`src/mct_pkg.sv`:
```
/*
 mct_pkg: constants, register map and carrier types for the capture timer.
 Assumes one 25 MHz system clock and a plain address/strobe register port.
*/
package mct_pkg;
   localparam int          CH_NUM    = 12;
   localparam int          CNT_W     = 16;
   localparam int          DIV_NUM   = 7;
   localparam int          PRE_W     = 12;
   localparam int          DIV_LOG2 [DIV_NUM] = '{0, 2, 4, 6, 8, 10, 12};

   // -----------------------------------------------------------
   // register map (byte addresses)
   // -----------------------------------------------------------
   localparam logic [7:0]  ADDR_START  = 8'h00;
   localparam logic [7:0]  ADDR_STATUS = 8'h04;
   localparam logic [7:0]  ADDR_IRQEN  = 8'h08;
   localparam logic [1:0]  PAGE_CTRL   = 2'h1;
   localparam logic [1:0]  PAGE_CNT    = 2'h2;
   localparam logic [1:0]  PAGE_GEN    = 2'h3;
   localparam int          STAT_OVF_LSB = 0;
   localparam int          STAT_CAP_LSB = 12;

   // channel groups
   localparam logic [11:0] CAP_OTHER_MASK = 12'h6db;
   localparam logic [11:0] PHI1_BLOCK_MASK = 12'h249;
   localparam logic [11:0] CASCADE_MASK   = 12'h082;

   localparam logic [11:0] START_RST = 12'h000;
   localparam logic [11:0] FLAG_RST  = 12'h000;
   localparam logic [15:0] CNT_RST   = 16'h0000;
   localparam logic [15:0] CNT_MAX   = 16'hffff;

   typedef enum logic [1:0] {EDGE_RISE, EDGE_FALL, EDGE_BOTH, EDGE_OFF} mct_edge_t;
   typedef enum logic [1:0] {SRC_PIN, SRC_CLK, SRC_MATCH, SRC_NONE} mct_src_t;
   typedef enum logic [2:0] {
      CLK_DIV1, CLK_DIV4, CLK_DIV16, CLK_DIV64, CLK_DIV256, CLK_DIV1024, CLK_DIV4096, CLK_STOP
   } mct_clk_t;

   // channel control word, 10 bits, low bits of the ctrl register
   typedef struct packed {
      logic      clr_on_cap;
      logic      phase_mode;
      logic      cascade;
      mct_clk_t  clk_sel;
      mct_src_t  cap_src;
      mct_edge_t edge_sel;
   } mct_ctrl_t;

   localparam mct_ctrl_t CTRL_RST = '{1'b0, 1'b0, 1'b0, CLK_DIV1, SRC_PIN, EDGE_RISE};

   typedef struct packed {
      logic level;
      logic rise;
      logic fall;
   } mct_pin_t;
endpackage : mct_pkg

```
`src/mct_capture_timer.sv`:
```
/*
 mct_capture_timer: twelve 16-bit up/down counters with input capture,
 overflow flags, interrupt and two two-channel cascades.
 Assumes a synchronous register master on ref_clk and asynchronous pins.
*/
// What this block does
// - after reset each counter is stopped, with no clearing source chosen
// - a counter counts only once its start bit is written to one
// - rollover from ffff to zero sets the channel overflow flag
// - an enabled overflow flag raises that channel's interrupt request
// - after overflow the counter keeps counting up from zero
// - the selected pin edge copies the counter into the general register
// - capture edge is rising only, falling only, or both
// - channels 0,1,3,4,6,7,9,10 may capture on another channel's clock or match
// - channels 0,3,6,9 never capture on an undivided source clock
// - cascaded capture puts upper half in channel 1, lower in channel 2
// - cascaded channel 1 counts up on channel 2 overflow, down on underflow
`timescale 1ns/100ps
`default_nettype none
module mct_capture_timer (
   input  wire logic         ref_clk,
   input  wire logic         rst_b,
   input  wire logic [7:0]   addr,
   input  wire logic [31:0]  wr_data,
   input  wire logic         wr_stb,
   input  wire logic         rd_stb,
   output logic [31:0]       rd_data,
   input  wire logic [11:0]  capture_compare_pin_a,
   input  wire logic [11:0]  capture_compare_pin_b,
   output logic [11:0]       ovf_irq,
   output logic              irq
);
   localparam int N = mct_pkg::CH_NUM;

   // -----------------------------------------------------------
   // decode helpers
   // -----------------------------------------------------------
   function automatic logic page_hit(input logic [7:0] a, input logic [1:0] page);
      page_hit = (a[7:6] == page) && (a[5:2] < 4'(N)) && (a[1:0] == 2'h0);
   endfunction : page_hit

   function automatic int src_of(input int c);
      src_of = (c % 3 == 0) ? c + 1 : c - 1;
   endfunction : src_of

   // -----------------------------------------------------------
   // pins and prescaler
   // -----------------------------------------------------------
   mct_pkg::mct_pin_t          pa_ev [N];
   mct_pkg::mct_pin_t          pb_ev [N];
   logic [mct_pkg::DIV_NUM-1:0] div_tick;

   for (genvar c = 0; c < N; c++)
   begin : g_pin
      mct_edge_det u_pa (
         .ref_clk (ref_clk),
         .rst_b   (rst_b),
         .pin_in  (capture_compare_pin_a[c]),
         .pin_ev  (pa_ev[c])
      );
      mct_edge_det u_pb (
         .ref_clk (ref_clk),
         .rst_b   (rst_b),
         .pin_in  (capture_compare_pin_b[c]),
         .pin_ev  (pb_ev[c])
      );
   end

   mct_prescale u_pre (
      .ref_clk  (ref_clk),
      .rst_b    (rst_b),
      .div_tick (div_tick)
   );

   // -----------------------------------------------------------
   // state
   // -----------------------------------------------------------
   mct_pkg::mct_ctrl_t ctrl_reg [N];
   mct_pkg::mct_ctrl_t ctrl_next [N];
   logic [15:0]        cnt_reg  [N];
   logic [15:0]        cnt_next [N];
   logic [15:0]        gen_reg  [N];
   logic [15:0]        gen_next [N];
   logic [11:0]        start_reg;
   logic [11:0]        start_next;
   logic [11:0]        ovf_flag_reg;
   logic [11:0]        ovf_flag_next;
   logic [11:0]        cap_flag_reg;
   logic [11:0]        cap_flag_next;
   logic [11:0]        ovf_en_reg;
   logic [11:0]        ovf_en_next;
   logic [11:0]        cap_en_reg;
   logic [11:0]        cap_en_next;
   logic [31:0]        rd_reg;
   logic [31:0]        rd_next;

   logic [11:0]        clk_tick;
   logic [11:0]        tick;
   logic [11:0]        up;
   logic [11:0]        ovf;
   logic [11:0]        unf;
   logic [11:0]        match;
   logic [11:0]        cap_evt;
   logic [11:0]        w1c_ovf;
   logic [11:0]        w1c_cap;

   // -----------------------------------------------------------
   // count ticks, direction, overflow
   // -----------------------------------------------------------
   always_comb
   begin
      for (int c = 0; c < N; c++)
      begin
         clk_tick[c] = (ctrl_reg[c].clk_sel == mct_pkg::CLK_STOP) ? 1'b0
                       : div_tick[ctrl_reg[c].clk_sel];
         // phase counting: A edges step, A edge type xor B level picks direction
         if (ctrl_reg[c].phase_mode)
         begin
            tick[c] = start_reg[c] & (pa_ev[c].rise | pa_ev[c].fall);
            up[c]   = pa_ev[c].rise ^ pb_ev[c].level;
         end
         else
         begin
            tick[c] = start_reg[c] & clk_tick[c];
            up[c]   = 1'b1;
         end
      end
      // the cascade source is never itself cascaded, so one pass suffices
      for (int c = 0; c < N; c++)
      begin
         if (mct_pkg::CASCADE_MASK[c] && ctrl_reg[c].cascade)
         begin
            tick[c] = start_reg[c] & (ovf_of(c + 1) | unf_of(c + 1));
            up[c]   = ovf_of(c + 1);
         end
      end
      for (int c = 0; c < N; c++)
      begin
         ovf[c]   = tick[c] & up[c] & (cnt_reg[c] == mct_pkg::CNT_MAX);
         unf[c]   = tick[c] & ~up[c] & (cnt_reg[c] == mct_pkg::CNT_RST);
         match[c] = tick[c] & (cnt_reg[c] == gen_reg[c]);
      end
   end

   function automatic logic ovf_of(input int s);
      ovf_of = tick_base(s) & up_base(s) & (cnt_reg[s] == mct_pkg::CNT_MAX);
   endfunction : ovf_of

   function automatic logic unf_of(input int s);
      unf_of = tick_base(s) & ~up_base(s) & (cnt_reg[s] == mct_pkg::CNT_RST);
   endfunction : unf_of

   function automatic logic tick_base(input int s);
      tick_base = ctrl_reg[s].phase_mode ? start_reg[s] & (pa_ev[s].rise | pa_ev[s].fall)
                  : start_reg[s] & (ctrl_reg[s].clk_sel != mct_pkg::CLK_STOP)
                    & div_tick[ctrl_reg[s].clk_sel];
   endfunction : tick_base

   function automatic logic up_base(input int s);
      up_base = ctrl_reg[s].phase_mode ? pa_ev[s].rise ^ pb_ev[s].level : 1'b1;
   endfunction : up_base

   // -----------------------------------------------------------
   // capture events
   // -----------------------------------------------------------
   always_comb
   begin
      for (int c = 0; c < N; c++)
      begin
         int s;
         s = src_of(c);
         cap_evt[c] = 1'b0;
         case (ctrl_reg[c].cap_src)
            mct_pkg::SRC_PIN:
               case (ctrl_reg[c].edge_sel)
                  mct_pkg::EDGE_RISE: cap_evt[c] = pa_ev[c].rise;
                  mct_pkg::EDGE_FALL: cap_evt[c] = pa_ev[c].fall;
                  mct_pkg::EDGE_BOTH: cap_evt[c] = pa_ev[c].rise | pa_ev[c].fall;
                  default:            cap_evt[c] = 1'b0;
               endcase
            mct_pkg::SRC_CLK:
               cap_evt[c] = mct_pkg::CAP_OTHER_MASK[c] & clk_tick[s]
                            & ~(mct_pkg::PHI1_BLOCK_MASK[c]
                                & (ctrl_reg[s].clk_sel == mct_pkg::CLK_DIV1));
            mct_pkg::SRC_MATCH:
               cap_evt[c] = mct_pkg::CAP_OTHER_MASK[c] & match[s];
            default:
               cap_evt[c] = 1'b0;
         endcase
      end
   end

   // -----------------------------------------------------------
   // register port and next state
   // -----------------------------------------------------------
   always_comb
   begin
      start_next  = start_reg;
      ovf_en_next = ovf_en_reg;
      cap_en_next = cap_en_reg;
      w1c_ovf     = 12'h000;
      w1c_cap     = 12'h000;
      rd_next     = 32'h0000_0000;
      for (int c = 0; c < N; c++)
      begin
         ctrl_next[c] = ctrl_reg[c];
         gen_next[c]  = cap_evt[c] ? cnt_reg[c] : gen_reg[c];
         cnt_next[c]  = cnt_reg[c];
         if (tick[c])
            cnt_next[c] = up[c] ? cnt_reg[c] + 16'h0001
                                : cnt_reg[c] - 16'h0001;
         // clearing only when software picks it; reset value leaves it off
         if (ctrl_reg[c].clr_on_cap && cap_evt[c])
            cnt_next[c] = mct_pkg::CNT_RST;
      end
      if (wr_stb)
      begin
         if (addr == mct_pkg::ADDR_START)
            start_next = wr_data[11:0];
         if (addr == mct_pkg::ADDR_STATUS)
         begin
            w1c_ovf = wr_data[mct_pkg::STAT_OVF_LSB +: 12];
            w1c_cap = wr_data[mct_pkg::STAT_CAP_LSB +: 12];
         end
         if (addr == mct_pkg::ADDR_IRQEN)
         begin
            ovf_en_next = wr_data[mct_pkg::STAT_OVF_LSB +: 12];
            cap_en_next = wr_data[mct_pkg::STAT_CAP_LSB +: 12];
         end
         if (page_hit(addr, mct_pkg::PAGE_CTRL))
            ctrl_next[addr[5:2]] = mct_pkg::mct_ctrl_t'(wr_data[9:0]);
         if (page_hit(addr, mct_pkg::PAGE_CNT))
            cnt_next[addr[5:2]] = wr_data[15:0];
         if (page_hit(addr, mct_pkg::PAGE_GEN))
            gen_next[addr[5:2]] = wr_data[15:0];
      end
      // a flag set in the clearing cycle survives
      ovf_flag_next = (ovf_flag_reg & ~w1c_ovf) | ovf;
      cap_flag_next = (cap_flag_reg & ~w1c_cap) | cap_evt;
      if (rd_stb)
      begin
         if (addr == mct_pkg::ADDR_START)
            rd_next = {20'h0, start_reg};
         else if (addr == mct_pkg::ADDR_STATUS)
            rd_next = {8'h0, cap_flag_reg, ovf_flag_reg};
         else if (addr == mct_pkg::ADDR_IRQEN)
            rd_next = {8'h0, cap_en_reg, ovf_en_reg};
         else if (page_hit(addr, mct_pkg::PAGE_CTRL))
            rd_next = {22'h0, ctrl_reg[addr[5:2]]};
         else if (page_hit(addr, mct_pkg::PAGE_CNT))
            rd_next = {16'h0, cnt_reg[addr[5:2]]};
         else if (page_hit(addr, mct_pkg::PAGE_GEN))
            rd_next = {16'h0, gen_reg[addr[5:2]]};
      end
   end

   always_ff @(posedge ref_clk or negedge rst_b)
   begin
      if (!rst_b)
      begin
         for (int c = 0; c < N; c++)
         begin
            ctrl_reg[c] <= mct_pkg::CTRL_RST;
            cnt_reg[c]  <= mct_pkg::CNT_RST;
            gen_reg[c]  <= mct_pkg::CNT_RST;
         end
         start_reg    <= mct_pkg::START_RST;
         ovf_flag_reg <= mct_pkg::FLAG_RST;
         cap_flag_reg <= mct_pkg::FLAG_RST;
         ovf_en_reg   <= mct_pkg::FLAG_RST;
         cap_en_reg   <= mct_pkg::FLAG_RST;
         rd_reg       <= 32'h0000_0000;
      end
      else
      begin
         for (int c = 0; c < N; c++)
         begin
            ctrl_reg[c] <= ctrl_next[c];
            cnt_reg[c]  <= cnt_next[c];
            gen_reg[c]  <= gen_next[c];
         end
         start_reg    <= start_next;
         ovf_flag_reg <= ovf_flag_next;
         cap_flag_reg <= cap_flag_next;
         ovf_en_reg   <= ovf_en_next;
         cap_en_reg   <= cap_en_next;
         rd_reg       <= rd_next;
      end
   end

   assign rd_data = rd_reg;
   assign ovf_irq = ovf_flag_reg & ovf_en_reg;
   assign irq     = |ovf_irq | |(cap_flag_reg & cap_en_reg);
endmodule : mct_capture_timer
`default_nettype wire

```
`src/mct_edge_det.sv`:
```
/*
 mct_edge_det: three-stage synchroniser and edge finder for one pin.
 Assumes the pin is asynchronous to ref_clk.
*/
`timescale 1ns/100ps
`default_nettype none
module mct_edge_det (
   input  wire logic          ref_clk,
   input  wire logic          rst_b,
   input  wire logic          pin_in,
   output mct_pkg::mct_pin_t  pin_ev
);
   logic [2:0] sync_reg;
   logic [2:0] sync_next;
   logic       lvl_reg;
   logic       lvl_next;

   // first stage feeds only the second; a level counts once stages 2 and 3 agree
   always_comb
   begin
      sync_next = {sync_reg[1:0], pin_in};
      lvl_next  = (sync_reg[2] == sync_reg[1]) ? sync_reg[2] : lvl_reg;
   end

   always_ff @(posedge ref_clk or negedge rst_b)
   begin
      if (!rst_b)
      begin
         sync_reg <= 3'h0;
         lvl_reg  <= 1'b0;
      end
      else
      begin
         sync_reg <= sync_next;
         lvl_reg  <= lvl_next;
      end
   end

   assign pin_ev.level = lvl_reg;
   assign pin_ev.rise  = lvl_next & ~lvl_reg;
   assign pin_ev.fall  = ~lvl_next & lvl_reg;
endmodule : mct_edge_det
`default_nettype wire

```
`src/mct_prescale.sv`:
```
/*
 mct_prescale: free-running divider giving one-cycle count ticks.
 Assumes ref_clk is the undivided system clock.
*/
`timescale 1ns/100ps
`default_nettype none
module mct_prescale (
   input  wire logic                        ref_clk,
   input  wire logic                        rst_b,
   output logic [mct_pkg::DIV_NUM-1:0]      div_tick
);
   logic [mct_pkg::PRE_W-1:0] pre_reg;
   logic [mct_pkg::PRE_W-1:0] pre_next;

   always_comb
   begin
      pre_next = pre_reg + 12'h001;
   end

   always_ff @(posedge ref_clk or negedge rst_b)
   begin
      if (!rst_b)
         pre_reg <= 12'h000;
      else
         pre_reg <= pre_next;
   end

   for (genvar k = 0; k < mct_pkg::DIV_NUM; k++)
   begin : g_tick
      localparam logic [mct_pkg::PRE_W:0] MASK = 13'(13'h1 << mct_pkg::DIV_LOG2[k]) - 13'h1;
      assign div_tick[k] = &(pre_reg | ~MASK[mct_pkg::PRE_W-1:0]);
   end
endmodule : mct_prescale
`default_nettype wire

```
`config.mk`:
```
export PLATFORM = sky130hd
export DESIGN_NAME = mct_capture_timer
export DESIGN_NICKNAME = d
export VERILOG_FILES = /design/src/mct_pkg.sv /design/src/mct_capture_timer.sv /design/src/mct_edge_det.sv /design/src/mct_prescale.sv
export SDC_FILE = /design/constraint.sdc
export NUM_CORES = 2
export LEC_CHECK = 0
export ABC_CLOCK_PERIOD_IN_PS = 8200
export BUFFER_PORTS_ARGS = -buffer_cell sky130_fd_sc_hd__buf_2
export CAP_MARGIN = 20
export CELL_PAD_IN_SITES_DETAIL_PLACEMENT = 2
export CELL_PAD_IN_SITES_GLOBAL_PLACEMENT = 2
export CORE_MARGIN = 1
export CORE_UTILIZATION = 30
export CTS_CLUSTER_SIZE = 16
export DETAILED_ROUTE_END_ITERATION = 8
export PLACE_DENSITY = 0.58
export SYNTH_ARGS = -nofsm -noshare
export SYNTH_HDL_FRONTEND = slang
export SYNTH_HIERARCHICAL = 1
export SYNTH_SLANG_ARGS = --single-unit
```
`constraint.sdc`:
```
create_clock -name ref_clk -period 8.2 [get_ports ref_clk]
set_input_delay 0.41 -clock ref_clk [delete_from_list [all_inputs] [get_ports ref_clk]]
set_output_delay 0.41 -clock ref_clk [all_outputs]
set_load 0.1 [all_outputs]
```
=== Yosys cells after proc, flatten, opt, wreduce, memory -nomap -nowiden ===
Cells that the tools add are included.

* Register bits after elaboration: 704
* Logic and storage cells: 701
* Input port bits: 68
* Output and inout port bits: 45

* Mux-type cells: 181
* Reduce and logical (&&, ||, !) cells: 62
* Bitwise gates (word level): 164
* $lt $le $gt $ge: 15
* Equality and inequality tests: 103
* Add/sub/neg operators: 25

{| class="wikitable"
|+ Operator list
! cell !! number
|-
| $mux 16 || 56
|-
| $mux 192 || 4
|-
| $bwmux 192 || 2
|-
| $add 16x1->16 const B || 12
|-
| $eq 16x16->1 const B || 12
|-
| $sub 16x1->16 const B || 12
|-
| $bmux 16 s4 || 2
|-
| $eq 16x16->1 || 8
|-
| $bwmux 120 || 1
|-
| $and 1x1->1 || 98
|-
| $mux 24 || 4
|-
| $mux 1 || 70
|-
| $demux 16 s4 || 1
|-
| $pmux 1 s3 || 20
|-
| $logic_not 2->1 || 25
|-
| $and 12x12->12 || 4
|-
| $lt 3x4->1 const B || 12
|-
| $mux 12 || 4
|-
| $eq 2x2->1 const B || 22
|-
| $eq 2x1->1 const B || 21
|-
| $bmux 10 s4 || 1
|-
| $demux 10 s4 || 1
|-
| $bmux 1 s3 || 12
|-
| $eq 3x3->1 const B || 12
|-
| 26 further kinds || 134
|}

=== Logic depth before layout (Yosys ltp) ===
* Word-level depth: 19
* Depth in mapped cells: 20
* Mapped depth without buffers: 16

=== Cells and area by module ===
Netlist, hierarchy kept.

{| class="wikitable"
|+ By module, submodules not included
! module !! area each (µm²) !! cells each !! sequential area each (µm²) !! instances
|-
| mct_capture_timer || 40,343.7 || 4,256 || 14,714.1 || 1
|-
| mct_edge_det || 136.4 || 8 || 100.1 || 24
|-
| mct_prescale || 548.0 || 46 || 300.3 || 1
|}

=== Worst setup path before layout ===
Ideal clock, no wire load.

* Kind: register -> register
* From: register u_pre/pre_reg[0] (netlist name)
* To: register cnt_reg[172] (netlist name)
* Path slack: 4.169 ns
* Setup time: 0.083 ns
* Period minus slack after synthesis: 4.031 ns
* Stages on the path, launching flop included: 17
* Data required time: 8.117 ns
* Arrival: 3.949 ns
* Path buffers: 1
* Cells stage by stage: dfrtp_1 > ha_1 > nand3_2 > nor4_1 > mux2_2 > mux4_2 > o21ai_1 > o31ai_1 > clkbuf_1 > xnor2_1 > ha_1 > or3_1 > or4_1 > nor4_1 > o21ai_0 > xor2_1 > o21ai_0

{| class="wikitable"
|+ RTL lines
! item !! line !! RTL
|-
| start: declaration || mct_prescale.sv:12 || <nowiki>logic [mct_pkg::PRE_W-1:0] pre_reg;</nowiki>
|-
| start signal: assignment || mct_prescale.sv:25 || <nowiki>pre_reg <= pre_next;</nowiki>
|-
| end signal: indexed assignment || mct_capture_timer.sv:264 || <nowiki>cnt_reg[c] <= mct_pkg::CNT_RST;</nowiki>
|-
| end signal: indexed assignment || mct_capture_timer.sv:279 || <nowiki>cnt_reg[c] <= cnt_next[c];</nowiki>
|-
| end: declaration || mct_capture_timer.sv:80 || <nowiki>logic [15:0] cnt_reg [N];</nowiki>
|}

==> impl_metrics.toml <==
[clocking]
clock_sink_count = 696
cts_resized = 0
path_clk_slew_ns = 0.06
cts_tree = "built"
postCtsSetupBuffers = 0
cts_buffers = 88
clock_path_buffers = 3
hold_buffers = 33
htree_levels = 3
root_buffer = "clkbuf_16"
clock_latency_ns = 0.74

[timing]
rsz0062_at_grt = "false"
final_max_slew_viol_count = 0
max_freq_ghz = 0.1810
hold_viol_final = 0
final-setup-viol-count = 0
slew_headroom_pct = 22.71
period_share_pct = 67.37
tightest_slew_ns = 1.155
setup_tns_ns = 0
fin_skew_ns = 0.06468
setup_slack_ns = 2.676
timing.hold.ws_ns = 0.1448
finalCriticalPeriod_ns = 5.525

[die]
die_h_um = 384.4
start_util_pct = 30.39
core_um2 = 144400
die_w_um = 384.4
dieArea_um2 = 147700
pin_count = 113
fp-row-count = 139

[hold_path]
min_path_type = "input port to flop"

[global_routing]
grt_pass1_wl_mm = 285.6
grt_pass1_vias = 39220
grt_use_total_pct = 26.46
antenna_found_initial = 14
grt_overflow = 0
grt_max_degree = 149

[power_and_ir_drop]
p_sw_mw = 3.677
seqPwrFrac_pct = 40.7
ir_drop_mv = 0.1510
p_int_mw = 7.091
leakage_nw = 22.92
switching_share_pct = 34.15
cellPowerDensity_nw_per_um2 = 215.7
clockPowerShare_pct = 38.6
total_power_mw = 10.77
comb_power_share_pct = 20.7

[cells_and_area]
drive_gt1_share_pct = 15.84
area_delta_synth_final_pct = 13.82
n_antenna_cell = 0
fillers = 15730
multiInputGateArea_um2 = 25130
mostFrequentLayoutCell = "dfrtp_1"
final_cell_mix = "696 x dfrtp_1, 402 x nand2_1, 376 x a21oi_1, 374 x nor2_1, 316 x o21ai_0"
nets = 4709
regArea_um2 = 17420

[setup_path]
start_kind = "flop"
r2r_setup_slack_ns = 2.68
worstSetupEndpointType = "flop"
crit_end = "cnt_reg[78]"
cp.required_ns = 8.84
r2r-start = "u_pre/pre_reg[0]"
worstSetupStartpoint = "u_pre/pre_reg[0]"
r2r_cells = 18
r2r-end = "cnt_reg[78]"
critPathKind = "flop to flop"
critPathArrivalTime_ns = 6.16
worstPathMaxFanout = 29

[place]
port_buffers = 96
dpl_worst_slack_ns = 2.764
hpwl_mm = 135.5
gp_congestion = 0.8505

[drt]
drcViolationCount = 0
vias = 36880
dr.first_iter.drc_count = 2269
drtPass1Iterations = 5
vias_per_cell = 5.709
drt-total-wl_mm = 196.3
wl_per_cell_um = 30.39
drtAntennaViolNets = 0

[outcome]
status = "completed"

[synth]
synth_area_um2 = 43860
yosys_warnings = 6
syn-mean-instance-area_um2 = 9.840
syn_inst = 4458

[flow_run]
max_cap_viol_count = 0
==> metal layers <==
metal / part of all wire (%) / vias to the layer above / global-route usage [%]
li1: - / 16190 / -
met1: 45 / 19710 / 35.34
met2: 48 / 738 / 44.86
met3: 3.8 / 242 / 2.944
met4: 2.8 / 4 / 7.687
met5: 0.014 / - / 0
==> power by group through the flow <==
stage          clock network [mW]  registers, mW  logic (mW)
2_1_floorplan                   0           4.12        1.49
3_3_place_gp                    0           4.43        2.15
3_5_place_dp                    0           4.44        2.21
4_1_cts                      4.26           4.38        2.23
5_1_grt                      4.36           4.42        2.41
6_report                     4.15           4.39        2.23
==> final cells by class <==
cell class	instances	area share, %
clock inverters	32	0.9598
repair buffers	242	3.511
well taps	1903	4.769
inverters	56	0.4210
multi-input cells	3404	50.33
flip-flops and latches	696	34.88
clock buffers	127	5.125
==> worst min path at each step <==
stage / start / to / depth (start not counted)
final: rd_stb / rd_data[8] / 3
after floorplan: rst_b / cap_en_reg[0] / 0
after CTS: rd_stb / rd_data[8] / 3
after detailed placement: g_pin[11].u_pb/sync_reg[0] / g_pin[11].u_pb/sync_reg[1] / 0
after global routing: rd_stb / rd_data[11] / 3
after global placement: g_pin[4].u_pb/sync_reg[0] / g_pin[4].u_pb/sync_reg[1] / 0
==> worst max-delay path, stage by stage, from the launching register on <==
cell      delay, ns
dfrtp_1        0.42
ha_1           0.18
buf_4          0.22
nand3_2        0.22
nor3_4         0.56
mux2_2         0.27
mux4_2         0.23
o211ai_1       0.08
buf_4          0.24
o21ai_1        0.23
o21a_1         0.91
xnor2_1        0.14
ha_1           0.39
nor4_1         0.50
nand3_1        0.15
nor4_1         0.20
o21ai_1        0.13
xor2_1         0.16
o21ai_1        0.13
==> metrics by stage <==
stage | util, % | instances | cell area (um^2)
floorplan | - | 4465 | 43890
global placement | 32.22 | 6264 | 46500
detailed placement | 32.23 | 6265 | 46530
CTS | 34.57 | 6457 | 49900
global route | 34.59 | 6460 | 49930
finish | 34.59 | 6460 | 49930
Power figures use the tool's default switching activity.
